### src/pkg/sfc_pkg.sv
// constants and helpers for port flow control
package sfc_pkg;
    // register byte addresses
    localparam logic [7:0] A_CTRL = 8'h00;
    localparam logic [7:0] A_THRESH = 8'h04;
    localparam logic [7:0] A_PT10 = 8'h08;
    localparam logic [7:0] A_PT100 = 8'h0C;
    localparam logic [7:0] A_NODE_LO = 8'h10;
    localparam logic [7:0] A_NODE_HI = 8'h14;
    localparam logic [7:0] A_STATUS = 8'h18;
    localparam logic [7:0] A_CTRL_CNT = 8'h1C;
    // ctrl bits
    localparam int B_FLOW = 0;
    localparam int B_PAUSE = 1;
    localparam int B_PAUSETX = 2;
    localparam int B_FDX = 3;
    localparam int B_SPD100 = 4;
    localparam int B_REQN = 5;
    localparam int B_REQN_TX = 6;
    localparam int B_REQN_RX = 7;
    localparam int CTRL_W = 8;
    localparam logic [7:0] CTRL_RST = 8'hE0;
    // frame layout
    localparam logic [47:0] PAUSE_DA = 48'h0180C2000001;
    localparam logic [15:0] MAC_CTRL_TYPE = 16'h8808;
    localparam logic [15:0] PAUSE_OPCODE = 16'h0001;
    localparam int HDR_BYTES = 18;
    localparam int HDR_W = 144;
    localparam int OFF_SA = 6;
    localparam logic [6:0] FRAME_BYTES = 7'h40;
    localparam logic [6:0] DATA_BYTES = 7'h3C;
    localparam logic [10:0] MIN_RX_LEN = 11'h040;
    localparam logic [10:0] MAX_RX_LEN = 11'h5FB;
    localparam logic [10:0] LEN_SAT = 11'h7FF;
    // crc
    localparam logic [31:0] CRC_INIT = 32'hFFFFFFFF;
    localparam logic [31:0] CRC_POLY = 32'hEDB88320;
    localparam logic [31:0] CRC_RESIDUE = 32'hDEBB20E3;
    // a quantum is 512 bit times
    localparam int QUANTUM_BITS = 512;
    localparam logic [6:0] QUANTUM_BYTES = 7'(QUANTUM_BITS / 8);
    localparam int RESEND_DIV = 5;

    typedef enum logic [1:0] {TXS_IDLE = 2'b00, TXS_WAIT = 2'b01, TXS_SEND = 2'b11} sfc_txs_e;

    function automatic logic [31:0] crc_byte(input logic [31:0] c, input logic [7:0] b);
        logic [31:0] x;
        x = c ^ {24'h000000, b};
        for (int k = 0; k < 8; k++)
            x = x[0] ? ((x >> 1) ^ CRC_POLY) : (x >> 1);
        return x;
    endfunction
endpackage

### src/verilog/sfc_sync3.sv
// three-flop synchroniser, stages two and three must agree
`timescale 1ns/1ps
`default_nettype none
module sfc_sync3 #(
    parameter int W = 1
) (
    input wire logic pclk,
    input wire logic presetn,
    input wire logic [W-1:0] d,
    output logic [W-1:0] q
);
    logic [W-1:0] s1_r;
    logic [W-1:0] s2_r;
    logic [W-1:0] s3_r;

    always_ff @(posedge pclk or negedge presetn)
    begin
        if (!presetn)
        begin
            s1_r <= '0;
            s2_r <= '0;
            s3_r <= '0;
            q <= '0;
        end
        else
        begin
            s1_r <= d;
            s2_r <= s1_r;
            s3_r <= s2_r;
            if (s2_r == s3_r)
                q <= s3_r;
        end
    end
endmodule
`default_nettype wire

### src/verilog/sfc_pause_gen.sv
// emits one 64-byte pause frame, a byte per link cycle
`timescale 1ns/1ps
`default_nettype none
module sfc_pause_gen (
    input wire logic pclk,
    input wire logic presetn,
    input wire logic start,
    input wire logic byte_en,
    input wire logic [47:0] src_addr,
    input wire logic [15:0] pause_time,
    output logic [7:0] tx_data,
    output logic tx_valid,
    output logic busy
);
    logic [6:0] idx_r;
    logic [31:0] crc_r;
    logic [47:0] sa_r;
    logic [15:0] pt_r;

    // header bytes, msb byte first
    function automatic logic [7:0] hdr_byte(input logic [6:0] i, input logic [47:0] sa,
                                            input logic [15:0] pt);
        logic [sfc_pkg::HDR_W-1:0] h;
        h = {sfc_pkg::PAUSE_DA, sa, sfc_pkg::MAC_CTRL_TYPE, sfc_pkg::PAUSE_OPCODE, pt};
        if (int'(i) < sfc_pkg::HDR_BYTES)
            return h[sfc_pkg::HDR_W - 1 - 8 * int'(i) -: 8];
        return 8'h00;
    endfunction

    always_ff @(posedge pclk or negedge presetn)
    begin
        if (!presetn)
        begin
            idx_r <= 7'h00;
            crc_r <= sfc_pkg::CRC_INIT;
            sa_r <= 48'h000000000000;
            pt_r <= 16'h0000;
            tx_data <= 8'h00;
            tx_valid <= 1'b0;
            busy <= 1'b0;
        end
        else if (!busy)
        begin
            if (start)
            begin
                busy <= 1'b1;
                idx_r <= 7'h00;
                crc_r <= sfc_pkg::CRC_INIT;
                sa_r <= src_addr;
                pt_r <= pause_time;
            end
        end
        else if (byte_en)
        begin
            if (idx_r == sfc_pkg::FRAME_BYTES)
            begin
                tx_valid <= 1'b0;
                busy <= 1'b0;
            end
            else if (idx_r < sfc_pkg::DATA_BYTES)
            begin
                tx_data <= hdr_byte(idx_r, sa_r, pt_r);
                crc_r <= sfc_pkg::crc_byte(crc_r, hdr_byte(idx_r, sa_r, pt_r));
                tx_valid <= 1'b1;
                idx_r <= idx_r + 7'h01;
            end
            else
            begin
                // fcs, low byte first
                tx_data <= ~crc_r[7:0];
                crc_r <= crc_r >> 8;
                idx_r <= idx_r + 7'h01;
            end
        end
    end
endmodule
`default_nettype wire

### src/verilog/sfc_flow_ctl.sv
// per-port congestion and pause flow control with apb registers
// What this block does
// - flow control while free buffers below threshold
// - reset threshold fits one max frame per port
// - full duplex: collision blocks new frame start
// - forced collisions unlimited, no backoff
// - pause frame: reserved multicast DA, node SA
// - then type 8808, opcode 1, pause time
// - pause time in quanta, sent value nonzero
// - fields msb byte first, lsb bit first
// - pause frames exactly 64 bytes with fcs
// - send only if pause, full duplex, flow
// - honour pause if either enable bit set
// - drop all mac control frames, count them
// - pause valid: opcode, enable, length, error, crc
// - load pause time into timer and run
// - during pause: expire on foreign DA/zero
// - clearing both pause enable bits expires the timer
// - paused port starts no new data frame
// - own pause frames still sent while paused
// - active-low pause negotiation request bits
// - send pause at once or after frame
// - resend after 80 percent of interval
`timescale 1ns/1ps
`default_nettype none
module sfc_flow_ctl #(
    parameter int FB_W = 12,
    parameter int NUM_PORTS = 27,
    parameter int MAX_FRAME_BUFS = 24
) (
    input wire logic pclk,
    input wire logic presetn,
    input wire logic psel,
    input wire logic penable,
    input wire logic pwrite,
    input wire logic [7:0] paddr,
    input wire logic [31:0] pwdata,
    output logic [31:0] prdata,
    output logic pready,
    output logic pslverr,
    input wire logic [FB_W-1:0] free_buffers,
    input wire logic link_clk,
    input wire logic rx_dv,
    input wire logic [7:0] rx_data,
    input wire logic port_receive_error,
    input wire logic col,
    input wire logic mac_tx_busy,
    output logic tx_start_ok,
    output logic force_col,
    output logic [7:0] pfr_data,
    output logic pfr_valid,
    output logic rx_ctrl_drop,
    output logic pause_req_n,
    output logic txp_req_n,
    output logic rxp_req_n,
    output logic paused
);
    localparam logic [FB_W-1:0] RST_THRESH = FB_W'(NUM_PORTS * MAX_FRAME_BUFS);

    logic [sfc_pkg::CTRL_W-1:0] ctrl_r;
    logic [FB_W-1:0] thresh_r;
    logic [15:0] pt10_r;
    logic [15:0] pt100_r;
    logic [47:0] node_r;
    logic [31:0] ctrl_cnt_r;
    logic congested_r;
    logic [15:0] timer_r;
    logic [6:0] qcnt_r;
    logic qtick_r;
    logic [15:0] elapsed_r;
    logic sent_once_r;
    logic gen_start_r;
    logic gen_busy;
    sfc_pkg::sfc_txs_e txs_r;
    logic [11:0] pin_q;
    logic lk_prev_r;
    logic dv_prev_r;
    logic [10:0] rlen_r;
    logic [sfc_pkg::HDR_W-1:0] hdr_r;
    logic [31:0] rcrc_r;
    logic rerr_r;
    logic apb_acc;
    logic [31:0] rdata;
    logic rd_ok;

    wire link_rise = pin_q[0] & ~lk_prev_r;
    wire dv_q = pin_q[1];
    wire [7:0] rxd_q = pin_q[9:2];
    wire rxer_q = pin_q[10];
    wire col_q = pin_q[11];
    wire frame_start = dv_q & ~dv_prev_r;
    wire frame_end = dv_prev_r & ~dv_q;
    wire rx_byte = link_rise & dv_q;
    wire fdx = ctrl_r[sfc_pkg::B_FDX];
    wire honour = ctrl_r[sfc_pkg::B_PAUSE] | ctrl_r[sfc_pkg::B_PAUSETX];
    wire can_send = ctrl_r[sfc_pkg::B_FLOW] & ctrl_r[sfc_pkg::B_PAUSE] & fdx;
    wire [15:0] pt_sel = ctrl_r[sfc_pkg::B_SPD100] ? pt100_r : pt10_r;
    wire [15:0] resend_at = pt_sel - 16'(pt_sel / sfc_pkg::RESEND_DIV);

    // rx header fields
    wire [47:0] rx_da = hdr_r[143:96];
    wire [15:0] rx_type = hdr_r[47:32];
    wire [15:0] rx_opc = hdr_r[31:16];
    wire [15:0] rx_pt = hdr_r[15:0];
    wire rx_is_ctrl = rx_type == sfc_pkg::MAC_CTRL_TYPE;
    wire rx_da_ok = (rx_da == sfc_pkg::PAUSE_DA) || (rx_da == node_r);
    wire rx_pause_ok = rx_is_ctrl && rx_opc == sfc_pkg::PAUSE_OPCODE && honour
        && rlen_r >= sfc_pkg::MIN_RX_LEN && rlen_r <= sfc_pkg::MAX_RX_LEN
        && !rerr_r && rcrc_r == sfc_pkg::CRC_RESIDUE;

    sfc_sync3 #(
        .W(12)
    ) u_pins (
        .pclk(pclk),
        .presetn(presetn),
        .d({col, port_receive_error, rx_data, rx_dv, link_clk}),
        .q(pin_q)
    );

    sfc_pause_gen u_gen (
        .pclk(pclk),
        .presetn(presetn),
        .start(gen_start_r),
        .byte_en(link_rise),
        .src_addr(node_r),
        .pause_time(pt_sel),
        .tx_data(pfr_data),
        .tx_valid(pfr_valid),
        .busy(gen_busy)
    );

    // apb: one wait state
    assign apb_acc = psel & penable & pready;

    always_ff @(posedge pclk or negedge presetn)
    begin
        if (!presetn)
            pready <= 1'b0;
        else
            pready <= psel & penable & ~pready;
    end

    always_comb
    begin
        rdata = 32'h00000000;
        rd_ok = 1'b1;
        case (paddr)
            sfc_pkg::A_CTRL: rdata[sfc_pkg::CTRL_W-1:0] = ctrl_r;
            sfc_pkg::A_THRESH: rdata[FB_W-1:0] = thresh_r;
            sfc_pkg::A_PT10: rdata[15:0] = pt10_r;
            sfc_pkg::A_PT100: rdata[15:0] = pt100_r;
            sfc_pkg::A_NODE_LO: rdata = node_r[31:0];
            sfc_pkg::A_NODE_HI: rdata[15:0] = node_r[47:32];
            sfc_pkg::A_STATUS: rdata = {timer_r, 10'h000, txs_r, gen_busy, sent_once_r,
                                        timer_r != 16'h0000, congested_r};
            sfc_pkg::A_CTRL_CNT: rdata = ctrl_cnt_r;
            default: rd_ok = 1'b0;
        endcase
    end

    always_ff @(posedge pclk or negedge presetn)
    begin
        if (!presetn)
        begin
            prdata <= 32'h00000000;
            pslverr <= 1'b0;
        end
        else if (psel & penable & ~pready)
        begin
            prdata <= pwrite ? 32'h00000000 : rdata;
            pslverr <= ~rd_ok;
        end
        else
        begin
            prdata <= 32'h00000000;
            pslverr <= 1'b0;
        end
    end

    always_ff @(posedge pclk or negedge presetn)
    begin
        if (!presetn)
        begin
            ctrl_r <= sfc_pkg::CTRL_RST;
            thresh_r <= RST_THRESH;
            pt10_r <= 16'h0000;
            pt100_r <= 16'h0000;
            node_r <= 48'h000000000000;
        end
        else if (apb_acc & pwrite)
        begin
            case (paddr)
                sfc_pkg::A_CTRL: ctrl_r <= pwdata[sfc_pkg::CTRL_W-1:0];
                sfc_pkg::A_THRESH: thresh_r <= pwdata[FB_W-1:0];
                sfc_pkg::A_PT10: pt10_r <= pwdata[15:0];
                sfc_pkg::A_PT100: pt100_r <= pwdata[15:0];
                sfc_pkg::A_NODE_LO: node_r[31:0] <= pwdata;
                sfc_pkg::A_NODE_HI: node_r[47:32] <= pwdata[15:0];
                default: ;
            endcase
        end
    end

    // negotiation requests to the phy
    assign pause_req_n = ctrl_r[sfc_pkg::B_REQN];
    assign txp_req_n = ctrl_r[sfc_pkg::B_REQN_TX];
    assign rxp_req_n = ctrl_r[sfc_pkg::B_REQN_RX];

    // congestion; equal holds
    always_ff @(posedge pclk or negedge presetn)
    begin
        if (!presetn)
            congested_r <= 1'b0;
        else if (free_buffers < thresh_r)
            congested_r <= 1'b1;
        else if (free_buffers > thresh_r)
            congested_r <= 1'b0;
    end

    // half duplex: jam while congested, no limit
    always_ff @(posedge pclk or negedge presetn)
    begin
        if (!presetn)
            force_col <= 1'b0;
        else
            force_col <= congested_r & ctrl_r[sfc_pkg::B_FLOW] & ~fdx;
    end

    // link edges and quantum tick
    always_ff @(posedge pclk or negedge presetn)
    begin
        if (!presetn)
        begin
            lk_prev_r <= 1'b0;
            dv_prev_r <= 1'b0;
            qcnt_r <= 7'h00;
            qtick_r <= 1'b0;
        end
        else
        begin
            lk_prev_r <= pin_q[0];
            dv_prev_r <= dv_q;
            qtick_r <= 1'b0;
            if (link_rise)
            begin
                if (qcnt_r == sfc_pkg::QUANTUM_BYTES - 7'h01)
                begin
                    qcnt_r <= 7'h00;
                    qtick_r <= 1'b1;
                end
                else
                    qcnt_r <= qcnt_r + 7'h01;
            end
        end
    end

    // receive parser
    always_ff @(posedge pclk or negedge presetn)
    begin
        if (!presetn)
        begin
            rlen_r <= 11'h000;
            hdr_r <= '0;
            rcrc_r <= sfc_pkg::CRC_INIT;
            rerr_r <= 1'b0;
        end
        else if (frame_start)
        begin
            rlen_r <= 11'h000;
            rcrc_r <= sfc_pkg::CRC_INIT;
            rerr_r <= rxer_q;
        end
        else
        begin
            if (dv_q & rxer_q)
                rerr_r <= 1'b1;
            if (rx_byte)
            begin
                if (rlen_r != sfc_pkg::LEN_SAT)
                    rlen_r <= rlen_r + 11'h001;
                if (int'(rlen_r) < sfc_pkg::HDR_BYTES)
                    hdr_r <= {hdr_r[sfc_pkg::HDR_W-9:0], rxd_q};
                rcrc_r <= sfc_pkg::crc_byte(rcrc_r, rxd_q);
            end
        end
    end

    // drop and count mac control frames
    always_ff @(posedge pclk or negedge presetn)
    begin
        if (!presetn)
        begin
            rx_ctrl_drop <= 1'b0;
            ctrl_cnt_r <= 32'h00000000;
        end
        else
        begin
            if (frame_start)
                rx_ctrl_drop <= 1'b0;
            else if (dv_q && int'(rlen_r) >= sfc_pkg::HDR_BYTES)
                rx_ctrl_drop <= rx_is_ctrl;
            else if (!dv_q)
                rx_ctrl_drop <= 1'b0;
            if (frame_end && rx_is_ctrl && int'(rlen_r) >= sfc_pkg::HDR_BYTES)
                ctrl_cnt_r <= ctrl_cnt_r + 32'h00000001;
        end
    end

    // pause timer
    always_ff @(posedge pclk or negedge presetn)
    begin
        if (!presetn)
            timer_r <= 16'h0000;
        else if (!honour)
            timer_r <= 16'h0000;
        else if (frame_end && rx_pause_ok)
        begin
            if (timer_r != 16'h0000 && (!rx_da_ok || rx_pt == 16'h0000))
                timer_r <= 16'h0000;
            else
                timer_r <= rx_pt;
        end
        else if (qtick_r && timer_r != 16'h0000)
            timer_r <= timer_r - 16'h0001;
    end

    // pause transmit scheduling
    always_ff @(posedge pclk or negedge presetn)
    begin
        if (!presetn)
        begin
            txs_r <= sfc_pkg::TXS_IDLE;
            gen_start_r <= 1'b0;
            sent_once_r <= 1'b0;
            elapsed_r <= 16'h0000;
        end
        else
        begin
            gen_start_r <= 1'b0;
            if (qtick_r && elapsed_r != 16'hFFFF)
                elapsed_r <= elapsed_r + 16'h0001;
            if (!congested_r)
                sent_once_r <= 1'b0;
            case (txs_r)
                sfc_pkg::TXS_IDLE:
                begin
                    // zero pause time sends nothing
                    if (can_send && congested_r && pt_sel != 16'h0000
                        && (!sent_once_r || elapsed_r >= resend_at))
                        txs_r <= sfc_pkg::TXS_WAIT;
                end
                sfc_pkg::TXS_WAIT:
                begin
                    // not gated by the pause timer
                    if (!mac_tx_busy && !col_q)
                    begin
                        gen_start_r <= 1'b1;
                        txs_r <= sfc_pkg::TXS_SEND;
                    end
                end
                sfc_pkg::TXS_SEND:
                begin
                    if (!gen_busy && !gen_start_r)
                    begin
                        txs_r <= sfc_pkg::TXS_IDLE;
                        sent_once_r <= 1'b1;
                        elapsed_r <= 16'h0000;
                    end
                end
                default: txs_r <= sfc_pkg::TXS_IDLE;
            endcase
        end
    end

    // mac may start a new data frame
    always_ff @(posedge pclk or negedge presetn)
    begin
        if (!presetn)
        begin
            tx_start_ok <= 1'b0;
            paused <= 1'b0;
        end
        else
        begin
            paused <= timer_r != 16'h0000;
            tx_start_ok <= timer_r == 16'h0000
                && !(fdx && col_q)
                && txs_r == sfc_pkg::TXS_IDLE && !gen_busy;
        end
    end
endmodule
`default_nettype wire

### config.mk
export PLATFORM = sky130hd
export DESIGN_NAME = sfc_flow_ctl
export DESIGN_NICKNAME = d
export VERILOG_FILES = /design/src/pkg/sfc_pkg.sv /design/src/verilog/sfc_sync3.sv /design/src/verilog/sfc_pause_gen.sv /design/src/verilog/sfc_flow_ctl.sv
export SDC_FILE = /design/constraint.sdc
export NUM_CORES = 1
export LEC_CHECK = 0
export ABC_CLOCK_PERIOD_IN_PS = 14050
export BUFFER_PORTS_ARGS = -buffer_cell sky130_fd_sc_hd__buf_4
export CORE_MARGIN = 3
export CORE_UTILIZATION = 50
export CTS_CLUSTER_SIZE = 25
export DETAILED_ROUTE_END_ITERATION = 7
export PLACE_DENSITY = 0.67
export SLEW_MARGIN = 20
export SYNTH_ARGS = -nofsm -noshare
export SYNTH_HDL_FRONTEND = slang
export SYNTH_SLANG_ARGS = --single-unit
### constraint.sdc
create_clock -name pclk -period 14.05 [get_ports pclk]
set_clock_uncertainty 0.1 [all_clocks]
set_input_delay 1.405 -clock pclk [delete_from_list [all_inputs] [get_ports pclk]]
set_output_delay 1.405 -clock pclk [all_outputs]
set_load 0.02 [all_outputs]
-- After elaboration in Yosys (flattened, before gate mapping)
Cells that the tools add are included.
- add/subtract/negate cells: 8
- multipliers: 0
- divide/modulo/power cells: 1
- magnitude comparators: 9
- eq/ne operators: 26
- shift operators: 1
- multiplexer cells: 83
- bitwise operators: 42
- reduce and logical (&&, ||, !) cells: 59
- operator list (kind ; count):
    $mux W32 ; 25
    $not A13 Y14 ; 16
    $shiftx A151 B32 Y8 ; 1
    $mux W16 ; 8
    $pmux W8 S8 ; 1
    $xor A32 B8 Y32 ; 2
    $mux W8 ; 7
    $eq A48 B41 Y1 const B ; 1
    $eq A48 B48 Y1 ; 1
    $pmux W16 S3 ; 1
    $mux W7 ; 5
    $mux W11 ; 3
    $add A32 B1 Y32 const B ; 1
    $div A16 B3 Y32 const B ; 1
    $eq A32 B32 Y1 const B ; 1
    $eq A8 B5 Y1 const B ; 4
    $logic_not A16 Y1 ; 2
    $reduce_bool A16 Y1 ; 2
    $mux W1 ; 27
    $pmux W4 S6 ; 1
    $logic_and A1 B1 Y1 ; 22
    $pmux W4 S5 ; 1
    $add A16 B1 Y16 const B ; 1
    $eq A16 B1 Y1 const B ; 1
    41 further kinds ; 94
- register bits: 566
- latch bits: 0
- bits in writable memories: 0
- ROM bits: 0
- bits of input ports: 70
- output and inout port bits: 50
- word-level logic and storage cells: 268
- memories kept: 0

-- Depth between registers and ports, before layout
- depth after elaboration: 32
- mapped depth: 85
- mapped depth without buffers: 78

-- Cells and area by module
A second synthesis with hierarchy kept.
- cell total of the unflattened synthesis: 3181
- area total of the unflattened synthesis: 32163.3 µm²
- by module, submodules not included (module ; times used ; cells an instance ; area an instance (µm²) ; sequential area each (µm²)):
    sfc_flow_ctl ; 1 ; 2423 ; 24425.9 ; 10182.3
    sfc_pause_gen ; 1 ; 681 ; 6261.0 ; 2867.8
    sfc_sync3 ; 1 ; 77 ; 1476.4 ; 1201.2

-- Worst setup path after synthesis
Ideal clock, no wire load.
- path kind: register -> register
- from: register ctrl_r[4] in the netlist's numbering
- to: register txs_r[0]
- setup time: 0.077 ns
- data arrival time: 15.053 ns
- data required time: 13.873 ns
- slack: -1.180 ns
- stages on the path, launching flop included: 75
- path buffers: 7
- period minus slack after synthesis: 15.230 ns
- path through: dfrtp_1 buf_6 mux2i_4 clkbuf_1 nand2_1 ha_1 nor2b_1 maj3_2 o2bb2ai_2 a211o_4 inv_2 o41a_1 and3_1 buf_6 o41ai_4 mux2i_1 or2_1 o21ai_1 (+39 left out) a21oi_1 o21ai_0 a21oi_1 o21ai_0 a21oi_1 o21ai_0 a21oi_1 o21ai_0 nand2b_1 a21o_1 a21oi_1 xnor2_1 ha_1 nor2b_1 o21ai_0 a311oi_1 nor2_1 a21oi_1
- cells in the longest elaborated chain, start to end: 8
- elaborated cells on any way between the ends: 10
- classes of those cells: add/sub: 1; div: 1; order compare: 1; eq/ne: 1; mux: 1; reduce/logical: 5
- ends and longest elaborated chain (what ; RTL line ; source):
    from (decl) ; sfc_flow_ctl.sv:60 ; logic [sfc_pkg::CTRL_W-1:0] ctrl_r;
    from (signal assigned) ; sfc_flow_ctl.sv:184 ; ctrl_r <= sfc_pkg::CTRL_RST;
    from (signal assigned) ; sfc_flow_ctl.sv:193 ; sfc_pkg::A_CTRL: ctrl_r <= pwdata[sfc_pkg::CTRL_W-1:0];
    $mux W16 * ; sfc_flow_ctl.sv:97 ; wire [15:0] pt_sel = ctrl_r[sfc_pkg::B_SPD100] ? pt100_r : pt10_r;
    $div A16 B3 Y32 ; sfc_flow_ctl.sv:98 ; wire [15:0] resend_at = pt_sel - 16'(pt_sel / sfc_pkg::RESEND_DIV);
    $sub A16 B16 Y16 ; sfc_flow_ctl.sv:98 ;
    $ge A16 B16 Y1 ; sfc_flow_ctl.sv:349 ; && (!sent_once_r || elapsed_r >= resend_at))
    $logic_or A1 B1 Y1 ; sfc_flow_ctl.sv:349 ;
    $logic_and A1 B1 Y1 * ; sfc_flow_ctl.sv:349 ;
    $ne A2 B2 Y1 (no line) * ; n/a ;
    $reduce_and A3 Y1 (no line) * ; n/a ;
    to (signal assigned) ; sfc_flow_ctl.sv:350 ; txs_r <= sfc_pkg::TXS_WAIT;
    to (signal assigned) ; sfc_flow_ctl.sv:358 ; txs_r <= sfc_pkg::TXS_SEND;
    to (signal assigned) ; sfc_flow_ctl.sv:365 ; txs_r <= sfc_pkg::TXS_IDLE;
    to (decl) ; sfc_flow_ctl.sv:74 ; sfc_pkg::sfc_txs_e txs_r;
Every way passes the cells marked *; elsewhere a longest branch is shown, timed or not.
A chain may end at the register's enable or synchronous reset.

-- Worst setup path in the final report
Ends and elaborated chain as after synthesis.

==> out/results.ini <==
[logic_synthesis]
synthTopCellsByArea = dfrtp_1 40%, mux2_2 9.2%, xnor2_1 6.1%
synth_top_area_share_pct = 39.9
synth_most_common_cell = dfrtp_1
synth_edf_count = 0
synthFlopType = dfrtp_1
yosysTopAreaCell = dfrtp_1
async_flop_share_pct = 100
syn_inst = 3061
syn-cell-area_um2 = 31100
syn_avg_cell_area_um2 = 10.2
synthTopCellsByCount = 496 x dfrtp_1, 320 x nand2_1, 253 x mux2_2, 224 x nor2_1, 217 x xnor2_1
ys_types = 113
ys_seq_elements = 566
mappedNetlistNets = 3189
synth_warnings = 0
ys_seq_area_share_pct = 45.8

[global_routing]
grt_pass1_wl_mm = 146
grt_start_max_net_pins = 108
globalRouteOverflowTotal = 0
grt.total_usage_pct = 27.8
antenna_found_initial = 3
grt_pass1_vias = 25400

[critical_path]
cp-end-kind = flip-flop
max_stage_delay_ns = 0.49
cp_num_buf_inv = 13
r2r_slack_ns = -0.21
cpLargestDelayFamily = compound AO/OA/AOI/OAI gates
r2r-end = txs_r[0]$_DFFE_PN0P_
reg2reg_from = ctrl_r[4]$_DFFE_PN0P_
critical_path_class = reg2reg
worstSetupPathDepth = 81
start_kind = flip-flop
worstSetupEndpoint = txs_r[0]$_DFFE_PN0P_
critPathSlowestCell = or4_4
crit_start = ctrl_r[4]$_DFFE_PN0P_
critPathMaxFanout = 6
cp.arrival_ns = 14.65
crit_required_ns = 14.44
r2r_cells = 81
cp_common_cell = buf_4

[layout]
drive_above_1_share_pct = 29.4
num-fill-cells = 5065
finalNonFillerCells = 4309
layout-area-overhead-vs-synth_pct = 20.8
layout.nets = 3562

[route]
post_drt_wl_per_cell_um = 21.5
wl_mm = 92.7
vias = 25500
drt-pass1-iter-count = 8
drc = 0
routed_via_density = 5.91
drtIter0Drc = 2436
final_antenna_net_count = 0

[timing]
setup_ws_ns = -0.213
worst_pin_slew_ns = 1.30
fin_crit_sh_pct = 102
setup-violations-final = 1
hold_viol = 0
report.final.slew_viol_count = 0
period_needed_ns = 14.26
clock.fmax_mhz = 70.1
rsz0062_at_grt = yes
relSlewSlack_pct = 10.9

[floorplanning]
rows = 90
die_w_um = 256
ioPinCount = 120
coreArea_um2 = 60900
start_util_pct = 51.1
die_h_um = 256
dieArea_um2 = 65300

[clock_tree]
clockRootBuffer = clkbuf_16
insertion_delay_ns = 0.61
cts_tree = yes
postCtsHoldBufs = 0
cts_sinks = 566
clockBufferDepth = 3
numCtsBuffers = 55
clk_pin_slew_ns = 0.06
h-tree-depth = 2

[power_and_ir_drop]
ir_drop_mv = 0.199
leakage_uw = 0.0172
power_density_nw_per_um2 = 137

[flow_run]
max-cap-violations = 0

[run_status]
status = complete, but fails checks
failed_checks = negative setup slack

[placement]
dp_hpwl_mm = 69.0
pre_cts_ws_ns = -0.816
gp_congestion = 0.917
portBuffers = 119
placed_cells = 4177

[min_path]
min_from = u_pins.s1_r[4]$_DFF_PN0_
hp-class = reg2reg

[cell usage in the layout, fill, tap and decap left out, types with 36 or more instances in the layout]
cell type / count
xor2_1: 98
mux2i_1: 36
xnor2_1: 212
nor2_1: 218
inv_1: 62
clkbuf_16: 56
dfrtp_1: 496
o21ai_0: 136
nand2_1: 316
nand3_1: 63
nor4_1: 44
ha_1: 51
buf_4: 436
nand2b_1: 39
nor3_1: 60
a21oi_1: 143
dfstp_2: 70
nand4_1: 53
mux2_2: 252
[logic make-up (layout without fill, tap and decap cells)]
family | after synthesis | in the layout | synth area share, %
xor+xnor | 318 | 318 | 8.99
fa+ha+maj | 62 | 62 | 2.49
other cells | 0 | 2 | 0
flops | 566 | 566 | 45.8
simple gates | 983 | 983 | 15.5
compound gates | 628 | 628 | 13.7
mux | 299 | 299 | 10.9
buf+inv | 205 | 623 | 2.64
[routing by layer]
metal	wire [µm]	up-vias	part of all wire (%)	global-route usage, %
met4	2970	0	3.2	9.09
met1	40400	12600	44	38.3
li1	-	11800	-	-
met3	7140	179	7.7	6.51
met5	0	-	0	0
met2	42100	864	45	43.7
[metrics by stage]
step / setup TNS, ns / area (µm²) / utilization, % / hold WS, ns / power [µW]
2_1_floorplan: -0.338 / 31400 / - / 0.231 / 2880
3_3_place_gp: -0.325 / 35000 / 57.5 / 0.233 / 3560
3_5_place_dp: -0.816 / 35000 / 57.5 / 0.235 / 3590
4_1_cts: -0.0706 / 37300 / 61.2 / 0.248 / 5150
5_1_grt: -1.11 / 37600 / 61.7 / 0.251 / 5420
6_report: -0.213 / 37600 / 61.7 / 0.248 / 5160
[how the worst min path moves through the flow]
stage / end / slack (ns) / cells past startpoint
2_1_floorplan: u_pins.s2_r[0]$_DFF_PN0_ / 0.23 / 0
3_3_place_gp: u_pins.s2_r[4]$_DFF_PN0_ / 0.23 / 0
3_5_place_dp: u_pins.s2_r[11]$_DFF_PN0_ / 0.23 / 0
4_1_cts: u_pins.s2_r[11]$_DFF_PN0_ / 0.25 / 0
5_1_grt: u_pins.s2_r[5]$_DFF_PN0_ / 0.25 / 0
6_report: u_pins.s2_r[4]$_DFF_PN0_ / 0.25 / 0
[power by group]
part	total [µW]	internal [µW]	switching [µW]
combinational	1920	922	993
sequential	1740	1690	48.4
clock	1510	874	636
[sequential cells by signal, summed over array words and instances, names as in the netlist, 32 cells and up]
signal and count:
hdr_r 144, node_r 48, u_gen.sa_r 48, ctrl_cnt_r 32, prdata 32, rcrc_r 32, u_gen.crc_r 32
[timing repair]
item / in CTS / in global routing
endpoints found under the hold margin: 0 / 0
cloned: 0 / 0
gates resized for setup: 58 / 41
setup buffers: 19 / 9
setup endpoints to repair: 1 / 1
pin swaps: 53 / 36
[worst reg2reg max path, delay by kind of cell, from the launching register on]
| kind | cells | cell delay [ns] |
|---|---|---|
| AO/OA/AOI/OAI | 34 | 5.39 |
| XOR/XNOR | 1 | 0.13 |
| adder cells (fa/ha/maj) | 6 | 1.43 |
| buffers and inverters | 13 | 1.63 |
| flip-flops | 1 | 0.39 |
| multiplexers | 3 | 0.65 |
| AND/OR/NAND/NOR | 24 | 4.41 |
[cell type report]
class | instances | area [µm²] | share of cell area (%)
diodes | 2 | 5.00 | 0.0133
clock buffers | 90 | 1650 | 4.39
clock inverters | 12 | 181 | 0.482
inverters | 75 | 287 | 0.762
multi-input cells | 2290 | 16800 | 44.6
flip-flops and latches | 566 | 14300 | 37.9
well taps | 828 | 1040 | 2.75
repair buffers | 446 | 3420 | 9.11
No activity file was read; power rests on OpenSTA's default activity.
